$ cat src/verilog/ccs_consts.svh
`ifndef CCS_CONSTS_SVH
`define CCS_CONSTS_SVH

// register byte offsets on the apb bus
`define CCS_A_CTRL 12'h000
`define CCS_A_PATH 12'h004
`define CCS_A_LIVE 12'h008
`define CCS_A_ISTS 12'h00C
`define CCS_A_IMSK 12'h010
`define CCS_A_PIN0 12'h020

// control register fields
`define CCS_CTRL_MAIN_BIT 0
`define CCS_CTRL_ASYNC_BIT 1

// reset values
`define CCS_CTRL_RST 2'h0
`define CCS_IMSK_RST 12'h000
`define CCS_FN_RST 8'h00

// pin function codes
`define CCS_FN_SEQ_PULSE 8'h15
`define CCS_FN_CTRL_ERR 8'h16
`define CCS_FN_MAIN_EN 8'h4B
`define CCS_FN_ASYNC_EN 8'h4C
`define CCS_FN_UCLK_MAIN 8'h0A
`define CCS_FN_UCLK_ASYNC 8'h0B
`define CCS_FN_ADC_OVF 8'h17
`define CCS_FN_ADC_CIC 8'h18
`define CCS_FN_ADC_FIFO 8'h19
`define CCS_FN_MIX_DROP 8'h27
`define CCS_FN_UCLK_ANY 8'h2D
`define CCS_FN_OCLK 8'h2E

// event bit positions in the latched status register
`define CCS_EV_SEQ 0
`define CCS_EV_CERR 1
`define CCS_EV_MAIN 2
`define CCS_EV_ASYNC 3
`define CCS_EV_CLK0 4
`define CCS_EV_NUM 12

// timing
`define CCS_CLK_NS 8
`define CCS_SEQ_PULSE_NS 100

`endif

$ cat src/verilog/ccs_pkg.sv
package ccs_pkg;

    // sequencer completion pulse generator states
    typedef enum logic [0:0] {
        CCS_PS_IDLE = 1'b0,
        CCS_PS_HIGH = 1'b1
    } ccs_pstate_t;

    // index of each clocking error level inside the error vector
    typedef enum logic [2:0] {
        CCS_CE_UCLK_MAIN = 3'h0,
        CCS_CE_UCLK_ASYNC = 3'h1,
        CCS_CE_ADC_OVF = 3'h2,
        CCS_CE_ADC_CIC = 3'h3,
        CCS_CE_ADC_FIFO = 3'h4,
        CCS_CE_MIX_DROP = 3'h5,
        CCS_CE_UCLK_ANY = 3'h6,
        CCS_CE_OCLK = 3'h7
    } ccs_cerr_t;

endpackage

$ cat src/verilog/ccs_edge.sv
`timescale 1ns/1ns
`default_nettype none

// per-bit edge detector; masks choose which edges raise an event
module ccs_edge #(
    parameter int W = 1,
    parameter logic [W-1:0] RISE_MASK = '1,
    parameter logic [W-1:0] FALL_MASK = '0
) (
    input wire logic core_clk,
    input wire logic arst_n,
    input wire logic [W-1:0] level,
    output logic [W-1:0] event_pulse
);

    logic [W-1:0] prev_q;

    // previous level; levels come from the same clock so no sync is needed
    always_ff @(posedge core_clk or negedge arst_n) begin
        if (!arst_n) begin
            prev_q <= '0;
        end else begin
            prev_q <= level;
        end
    end

    // one-cycle strobe per bit on the chosen edges
    genvar gi;
    for (gi = 0; gi < W; gi++) begin : g_bit
        assign event_pulse[gi] = (level[gi] & ~prev_q[gi] & RISE_MASK[gi]) |
                                 (~level[gi] & prev_q[gi] & FALL_MASK[gi]);
    end

endmodule

`default_nettype wire

$ cat src/verilog/ccs_top.sv
`timescale 1ns/1ns
`default_nettype none
`include "ccs_consts.svh"

//
// Functional notes
// - busy flag high while sequence runs or queued
// - pin function 15h gives 100ns done pulse
// - each finished sequence raises an event
// - event bits latch, readable, can drive irq
// - invalid register address flags control error
// - firmware access without clock flags error
// - control error event on rising edge only
// - registers reachable from host bus reads/writes
// - clock enable statuses selectable 4Bh, 4Ch
// - clock shutdown complete raises an event
// - flag underclocked errors, codes 0Ah and 0Bh
// - flag overclocked error as code 2Eh
// - reject underclocked path enable, keep others
// - clocking error events on both edges
// - 0Ah main underclock; set includes 17h, 27h (here 0Ah follows clk_err bit 0 alone)
// - 0Bh async clock underclock indication
// - 17h, 18h, 19h input path errors
// - 27h mixer dropped sample error
module ccs_top
    import ccs_pkg::*;
#(
    parameter int N_PINS = 4,
    parameter int N_PATHS = 8
) (
    input wire logic core_clk,
    input wire logic arst_n,
    input wire logic [11:0] paddr,
    input wire logic psel,
    input wire logic penable,
    input wire logic pwrite,
    input wire logic [31:0] pwdata,
    output logic [31:0] prdata,
    output logic pready,
    output logic pslverr,
    input wire logic seq_running,
    input wire logic seq_queued,
    input wire logic seq_done,
    input wire logic acc_strobe,
    input wire logic acc_addr_bad,
    input wire logic acc_fw_mem,
    input wire logic fw_clk_en,
    input wire logic main_clk_sts,
    input wire logic async_clk_sts,
    input wire logic [7:0] clk_err,
    input wire logic [N_PATHS-1:0] path_ok,
    output logic main_clock_enable,
    output logic async_clock_enable_bit,
    output logic [N_PATHS-1:0] path_enable,
    output logic sequencer_busy_flag,
    output logic ctrl_err_out,
    output logic irq,
    output logic [N_PINS-1:0] pin_out
);

    // pulse length rounds up so the pin is never shorter than requested
    localparam int SEQ_PULSE_CYC = (`CCS_SEQ_PULSE_NS + `CCS_CLK_NS - 1) / `CCS_CLK_NS;
    localparam logic [11:0] PIN_END = 12'(`CCS_A_PIN0 + 4 * N_PINS);
    localparam int EVN = `CCS_EV_NUM;

    logic [1:0] ctrl_q;
    logic [N_PATHS-1:0] path_q;
    logic [EVN-1:0] ists_q;
    logic [EVN-1:0] imsk_q;
    logic [7:0] pin_fn_q [N_PINS];
    logic [N_PINS-1:0] pin_q;
    logic pready_q;
    logic pslverr_q;
    logic [31:0] prdata_q;
    logic busy_q;
    logic ctrl_err_q;
    logic irq_q;
    ccs_pstate_t ps_q;
    logic [7:0] pcnt_q;

    // apb phases: first access cycle computes the answer, second completes it
    wire acc_first = psel & penable & ~pready_q;
    wire acc_done = psel & penable & pready_q;
    wire wr_done = acc_done & pwrite;
    wire hit_ctrl = (paddr == `CCS_A_CTRL);
    wire hit_path = (paddr == `CCS_A_PATH);
    wire hit_live = (paddr == `CCS_A_LIVE);
    wire hit_ists = (paddr == `CCS_A_ISTS);
    wire hit_imsk = (paddr == `CCS_A_IMSK);
    wire [11:0] pin_off = paddr - `CCS_A_PIN0;
    wire hit_pin = (paddr >= `CCS_A_PIN0) && (paddr < PIN_END) && (paddr[1:0] == 2'h0);
    wire mapped = hit_ctrl | hit_path | hit_live | hit_ists | hit_imsk | hit_pin;

    // control interface errors: bad address on either bus, or firmware memory
    // touched while its clock is off
    wire ext_bad = acc_strobe & (acc_addr_bad | (acc_fw_mem & ~fw_clk_en));
    wire apb_bad = acc_done & ~mapped;
    wire ctrl_err_d = ext_bad | apb_bad;

    // path enable: disables always pass, an enable needs enough clock cycles;
    // paths already running are left as they are
    wire [N_PATHS-1:0] path_w = pwdata[N_PATHS-1:0];
    wire [N_PATHS-1:0] path_d = (path_q & path_w) | (path_w & ~path_q & path_ok);

    // live status levels in event order, sequencer pulse in bit 0
    wire seq_pulse = (ps_q == CCS_PS_HIGH);
    wire [EVN-1:0] live_lvl = {clk_err, async_clk_sts, main_clk_sts, ctrl_err_q, seq_pulse};

    // event strobes: seq_done directly in bit 0, the rest from the edge detectors
    logic [10:0] edge_ev;
    wire [EVN-1:0] ev = {edge_ev, seq_done};

    ccs_edge #(
        .W(11),
        .RISE_MASK(11'b111_1111_1001),
        .FALL_MASK(11'b111_1111_1110)
    ) u_edge (
        .core_clk(core_clk),
        .arst_n(arst_n),
        .level({clk_err, async_clk_sts, main_clk_sts, ctrl_err_q}),
        .event_pulse(edge_ev)
    );

    // write one to clear, a set in the same cycle wins
    wire [EVN-1:0] iclr = (wr_done & hit_ists) ? pwdata[EVN-1:0] : '0;
    wire [EVN-1:0] ists_d = (ists_q & ~iclr) | ev;

    // read mux for the pin function registers
    logic [7:0] pin_rd;
    always_comb begin
        pin_rd = '0;
        for (int i = 0; i < N_PINS; i++) begin
            if (pin_off[11:2] == 10'(i)) begin
                pin_rd = pin_rd | pin_fn_q[i];
            end
        end
    end

    wire [31:0] rd_data =
        hit_ctrl ? {30'h0, ctrl_q} :
        hit_path ? 32'(path_q) :
        hit_live ? 32'({live_lvl, busy_q}) :
        hit_ists ? 32'(ists_q) :
        hit_imsk ? 32'(imsk_q) :
        hit_pin ? {24'h0, pin_rd} : 32'h0000_0000;

    // apb answer, one wait state on every access
    always_ff @(posedge core_clk or negedge arst_n) begin
        if (!arst_n) begin
            pready_q <= 1'b0;
            pslverr_q <= 1'b0;
            prdata_q <= 32'h0000_0000;
        end else begin
            pready_q <= acc_first;
            pslverr_q <= acc_first & ~mapped;
            prdata_q <= (acc_first & ~pwrite) ? rd_data : 32'h0000_0000;
        end
    end

    // clock enables and path enables written by software
    always_ff @(posedge core_clk or negedge arst_n) begin
        if (!arst_n) begin
            ctrl_q <= `CCS_CTRL_RST;
            path_q <= '0;
            imsk_q <= `CCS_IMSK_RST;
        end else begin
            if (wr_done & hit_ctrl) ctrl_q <= pwdata[1:0];
            if (wr_done & hit_path) path_q <= path_d;
            if (wr_done & hit_imsk) imsk_q <= pwdata[EVN-1:0];
        end
    end

    // latched events and the interrupt request
    always_ff @(posedge core_clk or negedge arst_n) begin
        if (!arst_n) begin
            ists_q <= '0;
            irq_q <= 1'b0;
        end else begin
            ists_q <= ists_d;
            irq_q <= |(ists_q & imsk_q);
        end
    end

    // busy and control error levels
    always_ff @(posedge core_clk or negedge arst_n) begin
        if (!arst_n) begin
            busy_q <= 1'b0;
            ctrl_err_q <= 1'b0;
        end else begin
            busy_q <= seq_running | seq_queued;
            ctrl_err_q <= ctrl_err_d;
        end
    end

    // completion pulse once nothing is running or queued any more;
    // a new completion inside the pulse restarts it, so pulses merge
    always_ff @(posedge core_clk or negedge arst_n) begin
        if (!arst_n) begin
            ps_q <= CCS_PS_IDLE;
            pcnt_q <= 8'h00;
        end else begin
            case (ps_q)
                CCS_PS_IDLE: begin
                    if (busy_q & ~(seq_running | seq_queued)) begin
                        ps_q <= CCS_PS_HIGH;
                        pcnt_q <= 8'(SEQ_PULSE_CYC - 1);
                    end
                end
                CCS_PS_HIGH: begin
                    if (busy_q & ~(seq_running | seq_queued)) begin
                        pcnt_q <= 8'(SEQ_PULSE_CYC - 1);
                    end else if (pcnt_q == 8'h00) begin
                        ps_q <= CCS_PS_IDLE;
                    end else begin
                        pcnt_q <= pcnt_q - 8'h01;
                    end
                end
                default: begin
                    ps_q <= CCS_PS_IDLE;
                end
            endcase
        end
    end

    // per-pin function register and registered pin level
    genvar gp;
    for (gp = 0; gp < N_PINS; gp++) begin : g_pin
        logic sel_val;
        wire fn_we = wr_done & hit_pin & (pin_off[11:2] == 10'(gp));

        // unknown codes drive low; other status sources live elsewhere
        always_comb begin
            case (pin_fn_q[gp])
                `CCS_FN_SEQ_PULSE: sel_val = seq_pulse;
                `CCS_FN_CTRL_ERR: sel_val = ctrl_err_q;
                `CCS_FN_MAIN_EN: sel_val = main_clk_sts;
                `CCS_FN_ASYNC_EN: sel_val = async_clk_sts;
                `CCS_FN_UCLK_MAIN: sel_val = clk_err[CCS_CE_UCLK_MAIN];
                `CCS_FN_UCLK_ASYNC: sel_val = clk_err[CCS_CE_UCLK_ASYNC];
                `CCS_FN_ADC_OVF: sel_val = clk_err[CCS_CE_ADC_OVF];
                `CCS_FN_ADC_CIC: sel_val = clk_err[CCS_CE_ADC_CIC];
                `CCS_FN_ADC_FIFO: sel_val = clk_err[CCS_CE_ADC_FIFO];
                `CCS_FN_MIX_DROP: sel_val = clk_err[CCS_CE_MIX_DROP];
                `CCS_FN_UCLK_ANY: sel_val = clk_err[CCS_CE_UCLK_ANY];
                `CCS_FN_OCLK: sel_val = clk_err[CCS_CE_OCLK];
                default: sel_val = 1'b0;
            endcase
        end

        always_ff @(posedge core_clk or negedge arst_n) begin
            if (!arst_n) begin
                pin_fn_q[gp] <= `CCS_FN_RST;
                pin_q[gp] <= 1'b0;
            end else begin
                if (fn_we) pin_fn_q[gp] <= pwdata[7:0];
                pin_q[gp] <= sel_val;
            end
        end
    end

    assign prdata = prdata_q;
    assign pready = pready_q;
    assign pslverr = pslverr_q;
    assign main_clock_enable = ctrl_q[`CCS_CTRL_MAIN_BIT];
    assign async_clock_enable_bit = ctrl_q[`CCS_CTRL_ASYNC_BIT];
    assign path_enable = path_q;
    assign sequencer_busy_flag = busy_q;
    assign ctrl_err_out = ctrl_err_q;
    assign irq = irq_q;
    assign pin_out = pin_q;
endmodule

`default_nettype wire

$ cat config.mk
export PLATFORM = sky130hd
export DESIGN_NAME = ccs_top
export DESIGN_NICKNAME = d
export VERILOG_FILES = /design/src/verilog/ccs_pkg.sv /design/src/verilog/ccs_edge.sv /design/src/verilog/ccs_top.sv
export VERILOG_INCLUDE_DIRS = /design/src /design/src/verilog
export SDC_FILE = /design/constraint.sdc
export NUM_CORES = 1
export LEC_CHECK = 0
export BUFFER_PORTS_ARGS = -buffer_cell sky130_fd_sc_hd__buf_4
export CAP_MARGIN = 40
export CORE_UTILIZATION = 40
export DETAILED_ROUTE_END_ITERATION = 12
export SKIP_CTS_REPAIR_TIMING = 1
export SLEW_MARGIN = 15
export SYNTH_ARGS = -nofsm -noshare
export SYNTH_HDL_FRONTEND = slang
export SYNTH_HIERARCHICAL = 1
export SYNTH_SLANG_ARGS = --single-unit
$ cat constraint.sdc
create_clock -name core_clk -period 1.9 [get_ports core_clk]
set_input_delay 0.095 -clock core_clk [delete_from_list [all_inputs] [get_ports core_clk]]
set_output_delay 0.095 -clock core_clk [all_outputs]
set_load 0.03 [all_outputs]
# After elaboration in Yosys (flattened, before gate mapping)
# Cells that the tools add are included.
[classes] addsub=2 order_cmp=2 n_eq_ne=57 n_mux=24 bitwise_logic=91 n_reduce_logical=8
[op_table] cell="$eq 8x5->1 const B" n=20
[op_table] cell="$eq 8x6->1 const B" n=12
[op_table] cell="$eq 8x4->1 const B" n=8
[op_table] cell="$eq 8x7->1 const B" n=8
[op_table] cell="$mux 8" n=8
[op_table] cell="$mux 13" n=4
[op_table] cell="$pmux 1 s12" n=4
[op_table] cell="$and 1x1->1" n=38
[op_table] cell="$mux 12" n=3
[op_table] cell="$or 8x8->8" n=4
[op_table] cell="$not 1->1" n=25
[op_table] cell="$and 12x12->12" n=2
[op_table] cell="$and 8x8->8" n=3
[op_table] cell="$eq 12x4->1 const B" n=2
[op_table] cell="$eq 10x2->1 const B" n=2
[op_table] cell="$or 1x1->1" n=16
[op_table] cell="$pmux 8 s2" n=1
[op_table] cell="$eq 12x3->1 const B" n=1
[op_table] cell="$eq 12x5->1 const B" n=1
[op_table] cell="$ge 12x6->1 const B" n=1
[op_table] cell="$logic_not 12->1" n=1
[op_table] cell="$lt 12x6->1 const B" n=1
[op_table] cell="$not 12->12" n=1
[op_table] cell="$or 12x12->12" n=1
[op_table] cell="14 further kinds" n=17
[word_totals] reg_bits=108 wordCells=205

# Longest topological paths before layout
# Gate-level depths: netlist of run 1.
[depth] word_depth=16 ltp_mapped=7

# Modules after synthesis
# The synthesis of run 1 kept the hierarchy.
[by_module_without_submodules] mod="ccs_top" n_inst=1 cells_per_inst=516 area_per_inst_um2=5405.2
[by_module_without_submodules] mod="ccs_edge" n_inst=1 cells_per_inst=22 area_per_inst_um2=364.1

# Least setup slack after synthesis of run 1
# OpenSTA, ideal clock, no wires.
[synth_path] path_type="register to register" start="register pready_q (netlist: pready)" end="register ists_q[2]" setup_ns=0.118 arrival_time_ns=1.981 required_ns=1.782 path_slack_ns=-0.199 path_stages_with_launch=7 path_buffers=1 cell_sequence="dfrtp_1 > nand4_2 > or3_1 > nor3_1 > buf_2 > nand2_1 > a21o_1"
[synth_via] elab_chain_cells=7
[synth_rtl] item="from (decl)" line="ccs_top.sv:72" text="logic pready_q;"
[synth_rtl] item="from (signal assigned)" line="ccs_top.sv:154" text="pready_q <= acc_first;"
[synth_rtl] item="$and 1x1->1" line="ccs_top.sv:83" text="wire acc_done = psel & penable & pready_q;"
[synth_rtl] item="$and 1x1->1" line="ccs_top.sv:84" text="wire wr_done = acc_done & pwrite;"
[synth_rtl] item="$and 1x1->1" line="ccs_top.sv:125" text="wire [EVN-1:0] iclr = (wr_done & hit_ists) ? pwdata[EVN-1:0] : '0;"
[synth_rtl] item="$mux 12" line="ccs_top.sv:125"
[synth_rtl] item="$not 12->12" line="ccs_top.sv:126" text="wire [EVN-1:0] ists_d = (ists_q & ~iclr) | ev;"
[synth_rtl] item="$and 12x12->12" line="ccs_top.sv:126"
[synth_rtl] item="$or 12x12->12" line="ccs_top.sv:126"
[synth_rtl] item="net ists_d[2]" line="ccs_top.sv:126"
[synth_rtl] item="to (signal assigned)" line="ccs_top.sv:179" text="ists_q <= ists_d;"
[synth_rtl] item="to (decl)" line="ccs_top.sv:68" text="logic [EVN-1:0] ists_q;"
# The timed path passes the listed nets, and every way through them passes these cells.
# A chain may end at the register's enable or synchronous reset.

# Worst setup path in the final report of run 1
[layout_path] start="register pin_fn_q[15] in the netlist's numbering" end="register prdata_q[7] (netlist: prdata[7])"
[layout_via] elab_chain_cells=11
[layout_rtl] item="from (decl)" line="ccs_top.sv:70" text="logic [7:0] pin_fn_q [N_PINS];"
[layout_rtl] item="from (signal, indexed assignment)" line="ccs_top.sv:252" text="pin_fn_q[gp] <= `CCS_FN_RST;"
[layout_rtl] item="from (signal, indexed assignment)" line="ccs_top.sv:255" text="if (fn_we) pin_fn_q[gp] <= pwdata[7:0];"
[layout_rtl] item="$or 8x8->8 *" line="ccs_top.sv:134" text="pin_rd = pin_rd | pin_fn_q[i];"
[layout_rtl] item="$mux 8 *" line="ccs_top.sv:133" text="if (pin_off[11:2] == 10'(i)) begin"
[layout_rtl] item="$or 8x8->8" line="ccs_top.sv:134"
[layout_rtl] item="$mux 8 *" line="ccs_top.sv:133"
[layout_rtl] item="$mux 8 *" line="ccs_top.sv:145" text="hit_pin ? {24'h0, pin_rd} : 32'h0000_0000;"
[layout_rtl] item="$mux 12 *" line="ccs_top.sv:144" text="hit_imsk ? 32'(imsk_q) :"
[layout_rtl] item="$mux 12 *" line="ccs_top.sv:143" text="hit_ists ? 32'(ists_q) :"
[layout_rtl] item="$mux 13 *" line="ccs_top.sv:142" text="hit_live ? 32'({live_lvl, busy_q}) :"
[layout_rtl] item="$mux 13 *" line="ccs_top.sv:141" text="hit_path ? 32'(path_q) :"
[layout_rtl] item="$mux 13 *" line="ccs_top.sv:140" text="hit_ctrl ? {30'h0, ctrl_q} :"
[layout_rtl] item="$mux 13 *" line="ccs_top.sv:156" text="prdata_q <= (acc_first & ~pwrite) ? rd_data : 32'h0000_0000;"
[layout_rtl] item="to (signal assigned)" line="ccs_top.sv:156"
[layout_rtl] item="to (decl)" line="ccs_top.sv:74" text="logic [31:0] prdata_q;"
# Mark *: on every way between the ends. The rest lies on a longest branch, timed or not.

==> results of run 1 <==
## worst min-delay path, cell delays in order
cell and delay, ps:
buf_4 80, a21oi_1 50, a21oi_1 100
## cells in the final DEF, fill, tap and decap left out, drive strengths merged, types with 11 or more instances in the layout
| cell type | instances |
|---|---|
| a211oi | 11 |
| nor3 | 15 |
| a21oi | 32 |
| o21ai | 17 |
| conb | 19 |
| nand3 | 18 |
| inv | 23 |
| xor2 | 13 |
| dlygate4sd3 | 20 |
| mux2 | 47 |
| dfrtp | 108 |
| a21o | 13 |
| nand2 | 41 |
| nor2b | 14 |
| nor4 | 12 |
| buf | 126 |
| nor2 | 28 |
## power by group through the flow
| stage | Sequential, mW | Combinational [mW] | Clock, mW |
|---|---|---|---|
| 6_report | 2.46 | 0.761 | 2.11 |
| 5_1_grt | 2.47 | 0.835 | 2.25 |
| 4_1_cts | 2.46 | 0.710 | 2.15 |
| 3_5_place_dp | 2.50 | 0.708 | 0 |
| 3_3_place_gp | 2.50 | 0.686 | 0 |
| 2_1_floorplan | 2.50 | 0.389 | 0 |
## flip-flops by register name, summed over array words and instances, names as in the netlist
| name | cells |
|---|---|
| imsk_q | 12 |
| ists_q | 12 |
| path_enable | 8 |
| prdata | 13 |
| ctrl_err_out | 1 |
| sequencer_busy_flag | 1 |
| ctrl_q | 2 |
| pslverr | 1 |
| pin_fn_q | 32 |
| pin_out | 4 |
| ps_q | 1 |
| u_edge/prev_q | 11 |
| pcnt_q | 8 |
| irq | 1 |
| pready | 1 |
## layout make-up
cell class / instances / area, sq um / share of cell area [%]
multi-input cells: 388 / 2853 / 38.79
flip-flops and latches: 108 / 2704 / 36.76
repair buffers: 146 / 1159 / 15.75
inverters: 21 / 78.83 / 1.072
clock inverters: 7 / 110.1 / 1.497
well taps: 180 / 225.2 / 3.062
clock buffers: 9 / 225.2 / 3.062
## how the worst min path moves through the flow
stage / start / end / slack [ps] / cells past startpoint
finish: path_ok[4] / path_enable[4]$_DFFE_PN0P_ / -4 / 3
global placement: arst_n / path_enable[7]$_DFFE_PN0P_ / 20 / 1
global route: path_ok[6] / path_enable[6]$_DFFE_PN0P_ / 5 / 3
CTS: arst_n / path_enable[7]$_DFFE_PN0P_ / -370 / 1
detailed placement: arst_n / path_enable[7]$_DFFE_PN0P_ / 20 / 1
floorplan: arst_n / ctrl_err_out$_DFF_PN0_ / -200 / 0
## logic make-up after synthesis
kind of cell / count (synthesis) / synth area share [%]
compound gates: 110 / 12.82
simple gates: 181 / 18.95
flops: 108 / 46.84
fa+ha+maj: 2 / 0.4337
buf+inv: 60 / 5.248
mux: 62 / 13.51
other cells: 1 / 0.06500
xor+xnor: 14 / 2.125
## synth_stat cells, types with 3 or more instances
| library cell | n | area, sq um |
|---|---|---|
| a32oi_1 | 5 | 43.79 |
| buf_2 | 5 | 25.02 |
| nor4_4 | 4 | 85.08 |
| nor2b_1 | 14 | 87.58 |
| mux2_2 | 46 | 518.0 |
| nand3_1 | 18 | 90.09 |
| o21ai_0 | 17 | 85.08 |
| a211oi_1 | 11 | 82.58 |
| nand3b_1 | 7 | 52.55 |
| nand4_1 | 8 | 50.05 |
| nand2_1 | 39 | 146.4 |
| nand2b_1 | 5 | 31.28 |
| nor4_1 | 8 | 50.05 |
| nor4b_1 | 7 | 61.31 |
| clkbuf_1 | 13 | 48.80 |
| inv_1 | 21 | 78.83 |
| and3_1 | 3 | 18.77 |
| buf_4 | 19 | 142.6 |
| mux4_2 | 8 | 180.2 |
| xor2_1 | 13 | 113.9 |
| a21oi_1 | 32 | 160.2 |
| a31oi_1 | 3 | 18.77 |
| a22o_1 | 5 | 43.79 |
| mux2i_1 | 7 | 70.07 |
| nor3_1 | 13 | 65.06 |
| a221oi_1 | 8 | 70.07 |
| nand4b_1 | 7 | 61.31 |
| dfrtp_1 | 108 | 2703 |
| nor2_1 | 27 | 101.4 |
| or3_1 | 4 | 25.02 |
| a21o_1 | 13 | 97.59 |
## metal layers
layer | up-vias | wire, um | share of wire (%) | track usage [%]
li1 | 2225 | - | - | -
met1 | 2392 | 7708 | 44 | 33.73
met2 | 212 | 7920 | 46 | 36.16
met3 | 44 | 1129 | 6.5 | 4.682
met4 | 0 | 584 | 3.4 | 11.20
met5 | - | 0 | 0 | 0
## stage by stage
step | util, % | setup TNS [ps] | setup WS, ps
floorplan | - | 0 | 28.29
global placement | 48.66 | 0 | 7.931
detailed placement | 48.66 | -150.5 | -34.41
CTS | 51.06 | 0 | 146.2
global route | 52.58 | 0 | 39.11
finish | 52.58 | 0 | 141.4
==> summary.txt, run 1 <==
Clock network
  • Clock-pin transition on the worst setup and hold timing paths: 80 ps
  • Clk buf depth: 2
  • Cts bufs inserted: 9
  • Root Buffer: clkbuf_16
  • Clk sinks: 108
  • Clk Latency, worst-skew pair: 360 ps
  • Total number of H-tree levels: 3
  • CTS tree: yes

Cells and area
  • Final Non-Filler Cells: 859
  • Fill cells: 1228
  • Area grow syn2layout: 27.48%
  • Layout cell share with drive strength beyond 1: 31.66%
  • Final Cell Area: 7355 sq um
  • Fin nets: 750
  • Number of diodes: 0

Worst setup path
  • CP required: 2130 ps
  • Largest stage delay, worst path: 530 ps
  • FF-to-FF End: prdata[7]$_DFF_PN0_
  • CP endpoint kind: register
  • Worst Path Max Fanout: 6
  • Setup CP Type: register to register
  • Slowest stage cell, crit path: mux4_2
  • Worst Reg2Reg Path Length in Cells: 5
  • CP endpoint: prdata[7]$_DFF_PN0_
  • Crit path launch: pin_fn_q[15]$_DFFE_PN0P_
  • Top Family by Delay on Critical Path: compound AO/OA/AOI/OAI gates
  • WP buf/inv: 0
  • Arr. time, crit path: 1990 ps
  • Type of origin of the critical path: register
  • Critical path depth: 5
  • Origin of the critical flop-to-flop path: pin_fn_q[15]$_DFFE_PN0P_
  • Worst reg-to-reg setup slack: 140 ps
  • Worst path cell trace: mux4_2 > nand3_1 > o21ai_0 > a32oi_1 > a211oi_1

Timing
  • Least-Margin Pin Slew: 551.3 ps
  • Hold slack final: -3.646 ps
  • Setup Skew: 12.14 ps
  • Setup Viol. Count Final: 0
  • Slew Limit Fails: 0
  • Tcrit/Tclk final: 92.56%
  • Hold Vio Cnt, Final: 2
  • RSZ-0062 raised after global routing: no
  • Fmax: 568.6 MHz
  • Slew margin rel.: 62.73%
  • Crit path time final: 1759 ps

Route
  • DRT Pass-1 Iters: 5
  • Vias: 4873
  • DRT iter0 DRCs: 487
  • DRT antenna net count: 0
  • Drt drc: 0
  • Total Routed Length: 17340 um
  • Avg Vias per Cell: 5.673
  • Wire length per cell: 20.19 um

GRT
  • First-pass GRT wire length: 26510 um
  • Pin count of the biggest net entering global routing: 37
  • Grt ovf: 0
  • Vias in the first global route: 4728
  • Total GRT Usage: 24.18%
  • Initial antenna violation count: 0

Synthesis
  • Fraction of registers with async set/reset: 100.0%
  • Top_reg_cell synth: dfrtp_1
  • Cells after synthesis: 538
  • Synth cell types: 63
  • Average size of a mapped cell: 10.72 sq um
  • Seq/Total Area, Yosys: 46.84%
  • EDFF count, synth: 0
  • Synth warnings: 6
  • Post-Synthesis Cell Area: 5769 sq um
  • Synthesized flop and latch total: 108

Power
  • P_sw: 1.460 mW
  • Clock share of power: 39.6%
  • Peak supply drop: 0.3708 mV
  • Combinational share of power: 14.3%
  • P per Cell Area: 725.2 nW/um^2
  • Overall Power: 5.333 mW
  • Sw Ratio: 27.37%
  • Pleak: 3.310 nW
  • Int Pwr: 3.873 mW
  • Flop pwr share: 46.2%

Floorplan
  • Core area: 13990 sq um
  • Ports: 125
  • Full die area: 14910 sq um
  • Die Wd: 122.1 um
  • Rows: 43
  • Die H: 122.1 um
  • Starting density of the core: 41.24%

Placement
  • Placed Cells: 823
  • DP Area: 6807 sq um
  • Hpwl dp: 12470 um
  • Gp weighted congestion: 0.9661
  • IO buf count: 85

Run
  • Max cap viols: 0

Run status
  • Status: finished with violations
  • Failing checks: negative hold slack

Hold path
  • HP Class: primary input to register
(Power assumes the default switching activity.)
==> run 2: changes to the inputs <==
--- a/config.mk
+++ b/config.mk
@@ -8,8 +8,9 @@
 export LEC_CHECK = 0
 export BUFFER_PORTS_ARGS = -buffer_cell sky130_fd_sc_hd__buf_4
 export CAP_MARGIN = 40
-export CORE_UTILIZATION = 40
+export CORE_UTILIZATION = 50
 export DETAILED_ROUTE_END_ITERATION = 12
+export PLACE_DENSITY = 0.77
 export SKIP_CTS_REPAIR_TIMING = 1
 export SLEW_MARGIN = 15
 export SYNTH_ARGS = -nofsm -noshare
==> run 2 against run 1 <==
Effect of this change: the flow now finishes without violations; combinational power shrank 3.4%; core utilization is 13 points higher; critical path type unchanged; critical path depth did not move; wire length shrank 2.9%; critical endpoint is now pin_out[2]$_DFF_PN0_; hold slack better by 6.5 ps.
==> summary.txt, run 2 (synthesis gave the netlist of run 1 again) <==
Route
  • DRT antenna net count: 0 (unchanged)
  • Vias: 5016 (+2.9%)
  • DRT Pass-1 Iters: 6 (+1)
  • Wire length per cell: 20.84 um (+3.2%)
  • DRT iter0 DRCs: 411 (-16%)
  • Total Routed Length: 16840 um (-2.9%)
  • Drt drc: 0 (unchanged)
  • Avg Vias per Cell: 6.208 (+9.4%)

Worst setup path
  • Largest stage delay, worst path: 600 ps (+70 ps)
  • Slowest stage cell, crit path: nor4b_1
  • Arr. time, crit path: 2060 ps (+70 ps)
  • WP buf/inv: 0 (unchanged)
  • Top Family by Delay on Critical Path: simple AND/OR/NAND/NOR gates
  • CP required: 2130 ps (about the same)
  • Worst path cell trace: nor4b_1 > and3_1 > a32o_1 > o221ai_1 > o311ai_0
  • Type of origin of the critical path: register
  • Setup CP Type: register to register
  • Worst Path Max Fanout: 6 (unchanged)
  • CP endpoint kind: register

Timing
  • Slew margin rel.: 57.50% (-5.2 points)
  • Least-Margin Pin Slew: 634.5 ps (+83.24 ps)
  • Setup Skew: 8.768 ps (-3.371 ps)
  • Setup Viol. Count Final: 0 (unchanged)
  • Hold Vio Cnt, Final: 0 (-2)
  • Fmax: 546.5 MHz (-3.9%)
  • Slew Limit Fails: 0 (unchanged)
  • RSZ-0062 raised after global routing: no
  • Hold slack final: 2.816 ps (+6.461 ps)
  • Tcrit/Tclk final: 96.31% (+3.8 points)
  • Crit path time final: 1830 ps (+71.27 ps)

Clock network
  • CTS tree: yes
  • Clk Latency, worst-skew pair: 370 ps (about the same)
  • Cts bufs inserted: 9 (unchanged)
  • Clock-pin transition on the worst setup and hold timing paths: 70 ps (about the same)
  • Root Buffer: clkbuf_16
  • Clk sinks: 108 (unchanged)
  • Clk buf depth: 2 (unchanged)
  • Total number of H-tree levels: 3 (unchanged)

Power
  • Overall Power: 5.249 mW (-1.6%)
  • Pleak: 3.251 nW (-1.8%)
  • Peak supply drop: 0.6320 mV (+70%)
  • Clock share of power: 39.2% (-0.4 points)
  • Flop pwr share: 46.8% (+0.6 points)
  • Sw Ratio: 26.76% (-0.61 points)
  • Combinational share of power: 14.0% (-0.3 points)
  • P per Cell Area: 728.6 nW/um^2 (+0.47%)
  • P_sw: 1.405 mW (-3.8%)
  • Int Pwr: 3.844 mW (-0.75%)

GRT
  • Total GRT Usage: 29.20% (+5.0 points)
  • First-pass GRT wire length: 25450 um (-4.0%)
  • Grt ovf: 0 (unchanged)
  • Pin count of the biggest net entering global routing: 52 (+41%)
  • Initial antenna violation count: 0 (unchanged)
  • Vias in the first global route: 4838 (+2.3%)

Run
  • Max cap viols: 0 (unchanged)

Floorplan
  • Rows: 38 (-12%)
  • Full die area: 11970 sq um (-20%)
  • Starting density of the core: 52.30% (+11 points)
  • Core area: 11030 sq um (-21%)
  • Die H: 109.4 um (-10%)
  • Die Wd: 109.4 um (-10%)
  • Ports: 125 (unchanged)

Cells and area
  • Most flops, register: pin_fn_q
  • Number of diodes: 0 (unchanged)
  • Fill cells: 877 (-29%)
  • Layout cell share with drive strength beyond 1: 30.54% (-1.1 points)
  • Final Cell Area: 7204 sq um (-2.0%)
  • Most common cell after layout, fill and taps aside: buf_4
  • Area grow syn2layout: 24.88%
  • Fin nets: 739 (-1.5%)
  • Most frequent cells in the layout: buf_4, dfrtp_1, mux2_2
  • Final core occ: 65.31% (+13 points)
  • Max reg flops: 32 (unchanged)

Placement
  • Gp weighted congestion: 0.9575 (-0.89%)
  • DP Area: 6701 sq um (-1.5%)
  • IO buf count: 85 (unchanged)
  • Hpwl dp: 11720 um (-6.0%)

Hold path
  • HP Class: primary input to register

Run status
  • Status: finished, final reports clean
-- run 2: routing by layer --
| metal | wire length (um) | track usage (%) | vias up |
|---|---|---|---|
| li1 | - | - | 2199 |
| met1 | 6715 | 35.99 | 2510 |
| met2 | 8179 | 48.43 | 257 |
| met3 | 1469 | 8.299 | 50 |
| met4 | 471 | 11.52 | 0 |
| met5 | 0 | 0 | - |
-- run 2: final timing paths --
kind	startpoint	to	slack, ps	depth (start not counted)
min in group asynchronous	arst_n	prdata[4]$_DFF_PN0_	110	2
min	path_ok[0]	path_enable[0]$_DFFE_PN0P_	3	3
max reg2reg	pin_fn_q[13]$_DFFE_PN0P_	pin_out[2]$_DFF_PN0_	70	5
min reg2reg	ists_q[7]$_DFF_PN0_	ists_q[7]$_DFF_PN0_	520	1
max in group asynchronous	arst_n	pin_fn_q[27]$_DFFE_PN0P_	1280	3
max	pin_fn_q[13]$_DFFE_PN0P_	pin_out[2]$_DFF_PN0_	70	5
-- run 2: stage by stage --
stage | cells | setup slack, ps | setup TNS [ps]
final | 808 | 70.16 | 0
after global routing | 808 | 7.938 | 0
after CTS | 790 | 135.8 | 0
after detailed placement | 774 | -11.51 | -45.55
after global placement | 774 | 5.056 | 0
after floorplan | 556 | 28.29 | 0
-- run 2: worst min-delay path, stage by stage --
cell and delay, ps:
buf_4 80, a21oi_1 50, a21oi_1 110
-- run 2: power groups by stage --
stage,clock network [mW],logic [mW],registers (mW)
floorplan,0,0.389,2.50
global placement,0,0.677,2.49
finish,2.06,0.735,2.46
detailed placement,0,0.699,2.50
CTS,2.08,0.706,2.46
global route,2.18,0.803,2.47
-- run 2: area by class of cell --
type                    instances  area [sq um]  area share [%]
clock buffers                   9         225.2           3.126
clock inverters                 7         97.59           1.355
inverters                      21         78.83           1.094
multi-input cells             388          2840           39.42
flip-flops and latches        108          2704           37.53
well taps                     140         175.2           2.431
repair buffers                135          1084           15.04
